## config.mk

```make
export PLATFORM = sky130hd
export DESIGN_NAME = uart_rx_recovery_wakeup
export DESIGN_NICKNAME = d
export VERILOG_FILES = /design/src/urx_pkg.sv /design/src/uart_rx_recovery_wakeup.sv
export SDC_FILE = /design/constraint.sdc
export NUM_CORES = 1
export LEC_CHECK = 0
export BUFFER_PORTS_ARGS = -buffer_cell sky130_fd_sc_hd__buf_4
export CORE_AREA = 2 2 104 146
export CTS_BUF_LIST = sky130_fd_sc_hd__clkbuf_16
export DETAILED_ROUTE_END_ITERATION = 7
export DIE_AREA = 0 0 106 148
export GPL_ROUTABILITY_DRIVEN = 0
export MAX_ROUTING_LAYER = met4
export PLACE_DENSITY = 0.72
export RECOVER_POWER = 50
export SLEW_MARGIN = 0
export SYNTH_ARGS = -nofsm -noshare
export SYNTH_HDL_FRONTEND = slang
export SYNTH_SLANG_ARGS = --single-unit
```

## constraint.sdc

```tcl
create_clock -name i_clk_sys -period 7.6 [get_ports i_clk_sys]
set_input_delay 2.28 -clock i_clk_sys [delete_from_list [all_inputs] [get_ports i_clk_sys]]
set_output_delay 2.28 -clock i_clk_sys [all_outputs]
set_load 0.005 [all_outputs]
```

## src/urx_pkg.sv

```systemverilog
`default_nettype none
package urx_pkg;
////////////////////////////////////////////////////////////////////////
// Overview of operation
// sample tick runs at sixteen times baud; ticks counted per bit
// start hunt needs three high samples then a low; count from edge
// start checked at ticks 3, 5, 7; one high allowed, disagreement is noise
// eight or nine data bits; ninth bit kept in bit 8
// failed start check clears tick count and restarts hunt
// data bit is majority of ticks 8, 9, 10; disagreement sets noise
// stop bit voted at ticks 8, 9, 10; low gives framing error, mismatch noise
// high start samples at ticks 8 to 10 set noise, bit still start
// framing error on missing stop or break, set with receive full
// tick count resynchronised on valid falling edges inside a character
// stop sampled 154 or 170 ticks after start edge
// standby request mutes every receiver interrupt
// address mark clears standby and sets receive full
// idle wake clears standby without idle or receive full flags
// idle count starts after start bit or after stop bit
// standby requested on an already idle line wakes at once
// receive full on character load; interrupt when enabled
// idle flag after 10 or 11 high bits; interrupt when enabled
// overrun keeps old character, drops new, error interrupt when enabled
// noise flag raises error interrupt when its enable is set
// framing flag raises error interrupt when its enable is set
// parity error flagged on bad parity; error interrupt when enabled
// receiver keeps running in wait; its interrupts can end wait
// stop mode freezes unit, registers kept, resumes afterwards
// error flags merge onto one error request, apart from receive request
////////////////////////////////////////////////////////////////////////
localparam logic [7:0] ADDR_CTRL = 8'h00;
localparam logic [7:0] ADDR_IRQ_EN = 8'h04;
localparam logic [7:0] ADDR_STATUS = 8'h08;
localparam logic [7:0] ADDR_DATA = 8'h0c;
localparam logic [7:0] ADDR_BAUD = 8'h10;

typedef struct packed {
  logic standby;
  logic par_odd;
  logic par_en;
  logic idle_after_stop;
  logic wake_addr;
  logic nine_bit;
  logic rx_en;
} ctrl_s;

typedef struct packed {
  logic parity;
  logic framing;
  logic noise;
  logic overrun;
  logic idle;
  logic full;
} flags_s;

typedef enum logic [1:0] {
  ST_HUNT = 2'h0,
  ST_START = 2'h1,
  ST_DATA = 2'h3,
  ST_STOP = 2'h2
} rx_state_e;

localparam ctrl_s CTRL_RST = 7'h00;
localparam flags_s FLAGS_RST = 6'h00;
localparam logic [15:0] DIV_RST = 16'h0043;
localparam logic [15:0] DIV_FIRST = 16'h0001;
localparam logic [4:0] RT_ZERO = 5'h00;
localparam logic [4:0] RT_FIRST = 5'h01;
localparam logic [4:0] RT_S1 = 5'h03;
localparam logic [4:0] RT_S2 = 5'h05;
localparam logic [4:0] RT_S3 = 5'h07;
localparam logic [4:0] RT_D1 = 5'h08;
localparam logic [4:0] RT_D2 = 5'h09;
localparam logic [4:0] RT_D3 = 5'h0a;
localparam logic [4:0] RT_LAST = 5'h10;
localparam logic [3:0] BITS_8 = 4'h8;
localparam logic [3:0] BITS_9 = 4'h9;
// ten or eleven bit times of sixteen ticks
localparam logic [7:0] IDLE_8 = 8'ha0;
localparam logic [7:0] IDLE_9 = 8'hb0;
localparam logic [2:0] HIST_IDLE = 3'h7;
endpackage
`default_nettype wire
```

## src/uart_rx_recovery_wakeup.sv

```systemverilog
// Local design decisions: the Avalon-MM register port and the placing of the registers.
`timescale 1ns/10ps
`default_nettype none
module uart_rx_recovery_wakeup (
  input wire logic i_clk_sys,
  input wire logic i_arst_n,
  input wire logic [7:0] i_avs_address,
  input wire logic i_avs_read,
  input wire logic i_avs_write,
  input wire logic [31:0] i_avs_writedata,
  input wire logic [3:0] i_avs_byteenable,
  output logic [31:0] o_avs_readdata,
  output logic o_avs_waitrequest,
  input wire logic i_rxd,
  input wire logic i_stop_mode,
  output logic o_rx_irq,
  output logic o_err_irq
);

logic ack_ff;
logic [31:0] rdata_ff;
urx_pkg::ctrl_s ctrl_ff;
urx_pkg::ctrl_s nxt_ctrl;
urx_pkg::flags_s irq_en_ff;
urx_pkg::flags_s stat_ff;
logic [8:0] data_ff;
logic [15:0] div_ff;
logic [15:0] div_cnt_ff;
logic rxd_m_ff;
logic rxd_s_ff;
urx_pkg::rx_state_e st_ff;
urx_pkg::rx_state_e nxt_st;
logic [4:0] rt_ff;
logic [4:0] nxt_rt;
logic [3:0] bit_cnt_ff;
logic [3:0] nxt_bit_cnt;
logic [8:0] sh_ff;
logic [8:0] nxt_sh;
logic [2:0] smp_ff;
logic [2:0] hist_ff;
logic nz_ff;
logic nxt_nz;
logic last_ff;
logic nxt_last;
logic [7:0] idle_cnt_ff;
logic armed_ff;

////////////////////////////////////////////////////////////////////////
// bus slave decode
wire req = i_avs_read | i_avs_write;
wire wr_go = i_avs_write & ack_ff;
wire rd_go = i_avs_read & ack_ff;
wire wr_lo = wr_go & i_avs_byteenable[0];
wire wr_hi = wr_go & i_avs_byteenable[1];
wire sel_ctrl = i_avs_address == urx_pkg::ADDR_CTRL;
wire sel_irq = i_avs_address == urx_pkg::ADDR_IRQ_EN;
wire sel_stat = i_avs_address == urx_pkg::ADDR_STATUS;
wire sel_data = i_avs_address == urx_pkg::ADDR_DATA;
wire sel_baud = i_avs_address == urx_pkg::ADDR_BAUD;
wire busy = st_ff != urx_pkg::ST_HUNT;
wire [31:0] rd_mux = sel_ctrl ? {25'h0, ctrl_ff} :
                     sel_irq ? {26'h0, irq_en_ff} :
                     sel_stat ? {25'h0, busy, stat_ff} :
                     sel_data ? {23'h0, data_ff} :
                     sel_baud ? {16'h0, div_ff} : 32'h0;

assign o_avs_waitrequest = req & ~ack_ff;
assign o_avs_readdata = rdata_ff;

always_ff @(posedge i_clk_sys or negedge i_arst_n) begin
  if (!i_arst_n) begin
    ack_ff <= 1'b0;
    rdata_ff <= 32'h0;
  end else begin
    ack_ff <= req & ~ack_ff;
    if (req & ~ack_ff) begin
      rdata_ff <= rd_mux;
    end
  end
end

////////////////////////////////////////////////////////////////////////
// sample tick and line synchroniser
wire tick = ~i_stop_mode & (div_cnt_ff >= div_ff);
wire smp = rxd_s_ff;

always_ff @(posedge i_clk_sys or negedge i_arst_n) begin
  if (!i_arst_n) begin
    rxd_m_ff <= 1'b1;
    rxd_s_ff <= 1'b1;
    div_cnt_ff <= urx_pkg::DIV_FIRST;
    hist_ff <= 3'h0;
  end else begin
    rxd_m_ff <= i_rxd;
    rxd_s_ff <= rxd_m_ff;
    if (tick) begin
      div_cnt_ff <= urx_pkg::DIV_FIRST;
      hist_ff <= {hist_ff[1:0], smp};
    end else if (!i_stop_mode) begin
      div_cnt_ff <= div_cnt_ff + 16'h0001;
    end
  end
end

////////////////////////////////////////////////////////////////////////
// sample points and votes
wire [2:0] v = {smp_ff[1:0], smp};
wire maj = (v[0] & v[1]) | (v[1] & v[2]) | (v[0] & v[2]);
wire agree = (&v) | ~(|v);
wire in_hunt = st_ff == urx_pkg::ST_HUNT;
wire in_start = st_ff == urx_pkg::ST_START;
wire in_data = st_ff == urx_pkg::ST_DATA;
wire in_stop = st_ff == urx_pkg::ST_STOP;
wire stby = ctrl_ff.standby;
wire nine = ctrl_ff.nine_bit;
wire pt_start = in_start & (rt_ff == urx_pkg::RT_S1 | rt_ff == urx_pkg::RT_S2 | rt_ff == urx_pkg::RT_S3);
wire pt_bit = rt_ff == urx_pkg::RT_D1 | rt_ff == urx_pkg::RT_D2 | rt_ff == urx_pkg::RT_D3;
wire start_edge = tick & in_hunt & ctrl_ff.rx_en & (hist_ff == urx_pkg::HIST_IDLE) & ~smp;
wire ev_start = tick & in_start & (rt_ff == urx_pkg::RT_S3);
wire ev_bit = tick & ~in_hunt & (rt_ff == urx_pkg::RT_D3);
wire late = (rt_ff > urx_pkg::RT_D3) | (rt_ff < urx_pkg::RT_D1);
wire resync = tick & in_data & last_ff & hist_ff[0] & ~smp & late;
wire adv = (tick & (rt_ff == urx_pkg::RT_LAST)) | (resync & (rt_ff > urx_pkg::RT_D3));
wire [3:0] nbits = nine ? urx_pkg::BITS_9 : urx_pkg::BITS_8;

////////////////////////////////////////////////////////////////////////
// character completion
wire done = ev_bit & in_stop;
wire [8:0] dat9 = nine ? sh_ff : {sh_ff[8], sh_ff[8:1]};
wire par_x = nine ? ^sh_ff : ^sh_ff[8:1];
wire pe = ctrl_ff.par_en & (par_x != ctrl_ff.par_odd);
wire fe = ~maj;
wire nf = nz_ff | ~agree;
wire wake_char = stby & ctrl_ff.wake_addr & dat9[8];
wire accept = ~stby | wake_char;
wire load = done & accept & ~stat_ff.full;
wire ovr = done & accept & stat_ff.full;

////////////////////////////////////////////////////////////////////////
// idle line detection
wire [7:0] idle_thr = nine ? urx_pkg::IDLE_9 : urx_pkg::IDLE_8;
wire idle_lvl = idle_cnt_ff == idle_thr;
wire count_ok = smp & ~in_start & (~ctrl_ff.idle_after_stop | in_hunt);
wire idle_evt = tick & count_ok & (idle_cnt_ff == idle_thr - 8'h01);
wire idle_flag = idle_evt & armed_ff & ~stby;
wire wake_idle = stby & ~ctrl_ff.wake_addr & idle_lvl;
wire wake_now = (done & wake_char) | wake_idle;

always_ff @(posedge i_clk_sys or negedge i_arst_n) begin
  if (!i_arst_n) begin
    idle_cnt_ff <= 8'h00;
    armed_ff <= 1'b0;
  end else begin
    if (tick) begin
      if (!count_ok) begin
        idle_cnt_ff <= 8'h00;
      end else if (!idle_lvl) begin
        idle_cnt_ff <= idle_cnt_ff + 8'h01;
      end
    end
    if (start_edge) begin
      armed_ff <= 1'b1;
    end else if (idle_evt) begin
      armed_ff <= 1'b0;
    end
  end
end

////////////////////////////////////////////////////////////////////////
// receive sequencer
always_comb begin
  nxt_st = st_ff;
  nxt_rt = rt_ff;
  nxt_bit_cnt = bit_cnt_ff;
  nxt_sh = sh_ff;
  nxt_nz = nz_ff;
  nxt_last = last_ff;
  if (tick) begin
    nxt_rt = rt_ff + urx_pkg::RT_FIRST;
    unique case (st_ff)
      urx_pkg::ST_HUNT: begin
        nxt_rt = urx_pkg::RT_ZERO;
        if (start_edge) begin
          nxt_st = urx_pkg::ST_START;
          nxt_rt = urx_pkg::RT_FIRST;
          nxt_nz = 1'b0;
          nxt_last = 1'b0;
        end
      end
      urx_pkg::ST_START: begin
        if (ev_start) begin
          nxt_nz = ~agree;
          if (maj) begin
            nxt_st = urx_pkg::ST_HUNT;
            nxt_rt = urx_pkg::RT_ZERO;
          end
        end
        if (ev_bit && (|v)) begin
          nxt_nz = 1'b1;
        end
        if (adv) begin
          nxt_st = urx_pkg::ST_DATA;
          nxt_rt = urx_pkg::RT_FIRST;
          nxt_bit_cnt = 4'h0;
        end
      end
      urx_pkg::ST_DATA: begin
        if (ev_bit) begin
          nxt_sh = {maj, sh_ff[8:1]};
          nxt_last = maj;
          if (!agree) begin
            nxt_nz = 1'b1;
          end
        end
        if (resync) begin
          nxt_rt = urx_pkg::RT_FIRST;
        end
        if (adv) begin
          nxt_rt = urx_pkg::RT_FIRST;
          nxt_bit_cnt = bit_cnt_ff + 4'h1;
          if (bit_cnt_ff == nbits - 4'h1) begin
            nxt_st = urx_pkg::ST_STOP;
          end
        end
      end
      urx_pkg::ST_STOP: begin
        if (done) begin
          nxt_st = urx_pkg::ST_HUNT;
          nxt_rt = urx_pkg::RT_ZERO;
        end
      end
    endcase
    if (!ctrl_ff.rx_en) begin
      nxt_st = urx_pkg::ST_HUNT;
    end
  end
end

always_ff @(posedge i_clk_sys or negedge i_arst_n) begin
  if (!i_arst_n) begin
    st_ff <= urx_pkg::ST_HUNT;
    rt_ff <= urx_pkg::RT_ZERO;
    bit_cnt_ff <= 4'h0;
    sh_ff <= 9'h000;
    smp_ff <= 3'h0;
    nz_ff <= 1'b0;
    last_ff <= 1'b0;
  end else begin
    st_ff <= nxt_st;
    rt_ff <= nxt_rt;
    bit_cnt_ff <= nxt_bit_cnt;
    sh_ff <= nxt_sh;
    nz_ff <= nxt_nz;
    last_ff <= nxt_last;
    if (tick & (pt_start | pt_bit)) begin
      smp_ff <= v;
    end
  end
end

////////////////////////////////////////////////////////////////////////
// registers
wire [5:0] set_v = {load & pe, load & fe, load & nf, ovr, idle_flag, load};
wire [5:0] clr_w = (wr_lo & sel_stat) ? i_avs_writedata[5:0] : 6'h00;
wire [5:0] clr_v = clr_w | {5'h00, rd_go & sel_data};

always_comb begin
  nxt_ctrl = ctrl_ff;
  if (wake_now) begin
    nxt_ctrl.standby = 1'b0;
  end
  if (wr_lo & sel_ctrl) begin
    nxt_ctrl = urx_pkg::ctrl_s'(i_avs_writedata[6:0]);
  end
end

always_ff @(posedge i_clk_sys or negedge i_arst_n) begin
  if (!i_arst_n) begin
    ctrl_ff <= urx_pkg::CTRL_RST;
    irq_en_ff <= urx_pkg::FLAGS_RST;
    stat_ff <= urx_pkg::FLAGS_RST;
    data_ff <= 9'h000;
    div_ff <= urx_pkg::DIV_RST;
  end else begin
    ctrl_ff <= nxt_ctrl;
    stat_ff <= urx_pkg::flags_s'((stat_ff & ~clr_v) | set_v);
    if (wr_lo & sel_irq) begin
      irq_en_ff <= urx_pkg::flags_s'(i_avs_writedata[5:0]);
    end
    if (load) begin
      data_ff <= dat9;
    end
    if (wr_lo & sel_baud) begin
      div_ff[7:0] <= i_avs_writedata[7:0];
    end
    if (wr_hi & sel_baud) begin
      div_ff[15:8] <= i_avs_writedata[15:8];
    end
  end
end

////////////////////////////////////////////////////////////////////////
// interrupt requests, live in wait mode
wire rx_src = (stat_ff.full & irq_en_ff.full) | (stat_ff.idle & irq_en_ff.idle);
wire err_src = |(stat_ff[5:2] & irq_en_ff[5:2]);
assign o_rx_irq = ~stby & rx_src;
assign o_err_irq = ~stby & err_src;
endmodule // uart_rx_recovery_wakeup
`default_nettype wire

```

## Yosys cells after proc, flatten, opt, wreduce, memory -nomap -nowiden

Index checks and enable logic that the tools add are counted.

| word-level totals | value |
|---|---|
| bits of input ports | 50 |
| output and inout port bits | 35 |
| ROM bits | 0 |
| logic and storage cells | 233 |
| memories kept | 0 |
| bits in writable memories | 0 |
| flip-flop bits (word level) | 131 |
| bits in latches | 0 |

| operators by class | value |
|---|---|
| shift operators | 0 |
| $lt $le $gt $ge | 3 |
| add/sub/neg operators | 6 |
| multipliers | 0 |
| reductions and logical operators | 20 |
| eq/ne operators | 33 |
| multiplexer cells | 46 |
| bitwise gates (word level) | 88 |
| divide/modulo/power cells | 0 |

Operators by type and width:

| operator | count |
|---|---|
| 2-to-1 mux 16 bit | 7 |
| bitwise AND 1 bit | 55 |
| 2-to-1 mux 5 bit | 7 |
| 2-to-1 mux 8 bit | 3 |
| one-hot mux 5 bit (4 select lines) | 1 |
| adder 16 x 1 -> 16 bit (second input constant) | 1 |
| == test 8 x 4 -> 1 bit (second input constant) | 2 |
| == test 8 bit | 2 |
| >= comparator 16 bit | 1 |
| 2-to-1 mux 2 bit | 8 |
| bitwise OR 1 bit | 16 |
| == test 5 x 4 -> 1 bit (second input constant) | 3 |
| 2-to-1 mux 1 bit | 12 |
| != test 3 x 2 -> 1 bit (second input constant) | 4 |
| NOT 1 bit | 12 |
| == test 5 x 3 -> 1 bit (second input constant) | 2 |
| != test 2 x 1 -> 1 bit (second input constant) | 5 |
| nonzero test 2 bit | 5 |
| parity 9 bit | 1 |
| adder 8 x 1 -> 8 bit (second input constant) | 1 |
| == test 8 x 3 -> 1 bit (second input constant) | 1 |
| == test 8 x 5 -> 1 bit (second input constant) | 1 |
| zero test 8 bit | 1 |
| 2-to-1 mux 4 bit | 2 |
| 39 further kinds | 43 |

## Depth between registers and ports, before layout

| logic depth | value |
|---|---|
| word-level depth | 12 |
| mapped depth | 9 |
| gate-level depth less buffers | 8 |

## Worst setup path before layout

No wires, ideal clock.

| timing | value |
|---|---|
| path kind | input-to-output |
| from | input port i_avs_write |
| to | output port o_avs_waitrequest |
| data required time | 5320 ps |
| data arrival time | 2864 ps |
| path buffers | 0 |
| stages on the path | 2 |
| setup slack | 2456 ps |
| cells stage by stage | o21bai_1 > clkinv_1 |

| on the way | value |
|---|---|
| longest elaborated chain between the ends | 2 |

RTL lines:

| what | line | source |
|---|---|---|
| start: declaration | uart_rx_recovery_wakeup.sv:9 | `input wire logic i_avs_write,` |
| bitwise OR 1 bit | uart_rx_recovery_wakeup.sv:50 | `wire req = i_avs_read \| i_avs_write;` |
| bitwise AND 1 bit | uart_rx_recovery_wakeup.sv:67 | `assign o_avs_waitrequest = req & ~ack_ff;` |
| end: declaration | uart_rx_recovery_wakeup.sv:13 | `output logic o_avs_waitrequest,` |

No other way between the ends.

## Worst setup path after layout

Ends and elaborated chain as after synthesis.

==> results.md <==
- Number of buffers added for setup after CTS: 0
- Number of nets still failing antenna checks after routing: 0
- Total length of routed wires: between 15 and 20 mm
- Via count of the first global-routing pass: 5,099
- Floorplan row count: 52
- Crit path max fanout: 26
- Number of design-rule violations left by the first detailed-router iteration: 369
- Net count reported at finish: approximately 760
- Diode count: 0
- Proportion of synthesized chip area in sequential cells: 45.63%
- Arrival time reported for the critical path endpoint: 3.95 ns
- Highest metal layer used by the detailed router: met4
- Number of sinks on the clock net: 115
- Wirelength per Cell: 16.90 um
- Source-to-sink clock delay at the later pin of the worst-skew pair: about 0.42 ns
- Post-route insts no fill: ~900
- 1st-pass router iterations: 5
- Crit path capture type: output pin
- Drc violations: 0
- Register bit total from synthesis: 115
- Start point of the critical path: i_avs_write
- Top achievable clock speed: between 0.15 and 0.2 GHz
- Number of max-cap violations: 1
- Vias per std cell: approximately 5.6
- Fillers: 1,293
- Crit path required time: 5.32 ns
- Number of cells in the design after placement: 861
- Transition time at the pin with the least slew margin: 3.074 ns
- Flip-flop and latch area: 0.002885 sq mm
- Final number of max-transition violations: 58
- Hold buffers post-CTS: 0
- CTS Root Buffer Type: sky130_fd_sc_hd__clkbuf_16
- Die area: 0.01569 sq mm
- Most frequent cells in the layout: sky130_fd_sc_hd__dfrtp_1, sky130_fd_sc_hd__nand2_1, sky130_fd_sc_hd__o21ai_0
- Final Hold Viols: 0
- Post-Synthesis Cell Area: 0.006324 sq mm
- Pin count of the biggest net entering global routing: 60
- Metal-1 WL: about 6 mm
- IO buf count: 50
- Element type at the critical path start: input pin
- Crit-path most repeated cell: sky130_fd_sc_hd__buf_4
- CTS tree: built
- Violations in the final reports: capacitance limit, slew limit
- Wire length of the first global-routing pass: between 20 and 30 mm
- Hold Startpoint: rxd_m_ff
- Met2 Routed Length: 8.016 mm
- Synthesis-to-layout area growth: 16.21%
- Final worst clock skew: 0.007009 ns
- Largest vdd supply drop: 0.0001380 V
- Via total after detailed routing: 5,042
- Worst Setup Path Type: in2out
- HPWL Detailed: 10.94 mm
- Multi-input combinational cell area: 0.003144 sq mm
- Total negative slack: 0 ns
- Leakage: approximately 3.4 nW
- WP buf/inv: 4
- Power density relative to cell area: around 210 mW/mm^2
- Clock transition at the register clock pins on the worst setup and hold paths after CTS: ~0.050 ns
- Number of warnings printed during yosys synthesis: 0
- Inserted Clock Buffers: 17
- Multiplexer area fraction after synthesis: 9.992%
- Critical Path Max Stage Delay: 0.68 ns
- Share of post-route cells with drive strength above 1: 19.46%
- Final setup violation count: 0
- Clock Path Buffers: 2
- Combinational family with the most area after synthesis: simple AND/OR/NAND/NOR gates
- Syn avg cell area: 9.881 sq um
- Startpoint of the lowest-slack register-to-register path: div_ff[6]
- Number of synthesized flops with an enable pin: 0
- Number of I/O pins: 85
- Fraction of synthesis flops using an asynchronous set or reset pin: 100.0%
- Cell chain of the critical path: buf_4 -> o21bai_1 -> clkbuf_1 -> clkinv_1 -> buf_4
- Number of levels the H-tree was split into: 4
- RSZ-0062 raised after global routing: false
- Result of the run: finished with violations
- Post-route setup slack: 1.368 ns
- Area of the placeable core: 0.01438 sq mm
- Total Power Consumption: roughly 1.5 mW
- Critical path's slowest cell: sky130_fd_sc_hd__clkbuf_1
- Count of instances resized after the clock tree is built: 0
- Hold crit path type: reg2reg
- Fraction of the cycle the final worst path needs: between 80 and 90%
- Cell family with the largest share of critical-path delay: buffers and inverters
- Number of distinct standard cells referenced by the synthesized netlist: 67
- Initial Utilization: about 44%
- Post-Place Setup Slack: 2.049 ns
- Fraction of the mapped netlist area in simple logic gates: 17.02%
- Commonest non-fill, non-tap cell in the layout: sky130_fd_sc_hd__dfrtp_1
- Height of the die: between 100 and 150 um
- Met3 Routed Length: 521 um
- Xor/xnor share of the synthesized area: 2.355%
- Synthesized-area fraction occupied by ao, oa, aoi and oai cells: 15.02%
- Antenna violations before repair: 0
- Adder-cell share of the synthesized area: 4.709%
- Leftover overflow at the end of global routing: 0
- Width of the die: 106 um
- Fin crit period: 6.232 ns
- Total global-route track usage: 20.81%
- Relative slew margins: -105.0%
- Primary flip-flop cell chosen by synthesis mapping: sky130_fd_sc_hd__dfrtp_1
- Instance count of the mapped netlist: 640
registers in the layout, indices dropped and copies added (netlist names):
name,flops
sh_ff,9
irq_en_ff,6
rxd_m_ff,1
armed_ff,1
rxd_s_ff,1
stby,1
o_avs_readdata,16
ctrl_ff,5
smp_ff,2
nine,1
div_ff,16
hist_ff,3
last_ff,1
ack_ff,1
idle_cnt_ff,8
st_ff,2
stat_ff,6
data_ff,9
rt_ff,5
div_cnt_ff,16
nz_ff,1
bit_cnt_ff,4
worst paths after layout:
check,end,slack [ns],cells after the start
worst max-delay path,o_avs_waitrequest,1.37,5
worst min-delay path,rxd_s_ff,0.36,0
worst max register to register,sh_ff[7],3.62,9
worst min register to register,rxd_s_ff,0.36,0
max in group asynchronous,div_cnt_ff[3],2.68,2
min in group asynchronous,rt_ff[0],2.86,1
cell families after synthesis:
group / Yosys count
fa+ha+maj: 24
xor+xnor: 17
simple gates: 214
buf+inv: 70
flops: 115
other cells: 1
compound gates: 142
mux: 57
cell type report:
type                            instances  area share, %
Multi-Input combinational cell        470          42.79
Sequential cell                       115          39.26
Clock buffer                           17          5.789
Timing Repair Buffer                   54          5.210
Tap cell                              189          3.218
Clock inverter                         15          2.043
Inverter                               33          1.686
where the power goes:
| part | total [mW] | switching [mW] | internal (mW) |
|---|---|---|---|
| combinational | 0.111 | 0.0644 | 0.0462 |
| sequential | 0.655 | 0.0243 | 0.631 |
| clock | 0.767 | 0.310 | 0.457 |
Yosys cell counts (all sizes together) (4+ instances only):
library cell	count	area, sq um
mux2i	8	80.08
nand4	10	68.81
o22ai	8	50.05
buf	23	153.9
ha	23	287.8
or4	4	33.78
nor2	26	97.59
mux2	49	551.8
o21ai	45	225.2
xor2	6	52.55
nor2b	6	37.54
and3	9	56.30
nand3	36	185.2
nand2b	10	62.56
and2	4	25.02
a22oi	17	127.6
dfstp	6	157.7
dfrtp	109	2728
clkbuf	14	52.55
nor3	7	45.04
o31ai	6	50.05
xnor2	11	96.34
a21o	7	52.55
inv	32	120.1
nand2	82	307.8
or3	7	43.79
a21oi	21	105.1
o2bb2ai	5	43.79
a22o	5	43.79
worst reg2reg max path, cell delays in order, from the launching register on:
cell and delay, ns:
sky130_fd_sc_hd__dfstp_2 0.55, sky130_fd_sc_hd__inv_1 0.05, sky130_fd_sc_hd__ha_1 0.27, sky130_fd_sc_hd__nand2_1 0.06, sky130_fd_sc_hd__a211o_1 0.25, sky130_fd_sc_hd__or4_4 0.44, sky130_fd_sc_hd__a31oi_1 0.24, sky130_fd_sc_hd__clkbuf_1 1.04
sky130_fd_sc_hd__nand3_2 0.53, sky130_fd_sc_hd__mux2_2 0.43
through the flow:
stage | hold WS [ns] | area, sq um | util [%]
floorplan | 0.3452 | 6380 | -
global placement | 0.3482 | 6822 | 47.44
detailed placement | 0.3493 | 6822 | 47.44
CTS | 0.3574 | 7397 | 51.44
global route | 0.3625 | 7348 | 51.11
finish | 0.3568 | 7348 | 51.11
routing by layer:
layer  vias to the layer above  track usage, %
li1                       2398               -
met1                      2489           24.06
met2                       116           35.52
met3                        39           3.527
met4                         0           9.079
met5                         -               -
Power figures use the tool's default switching activity.
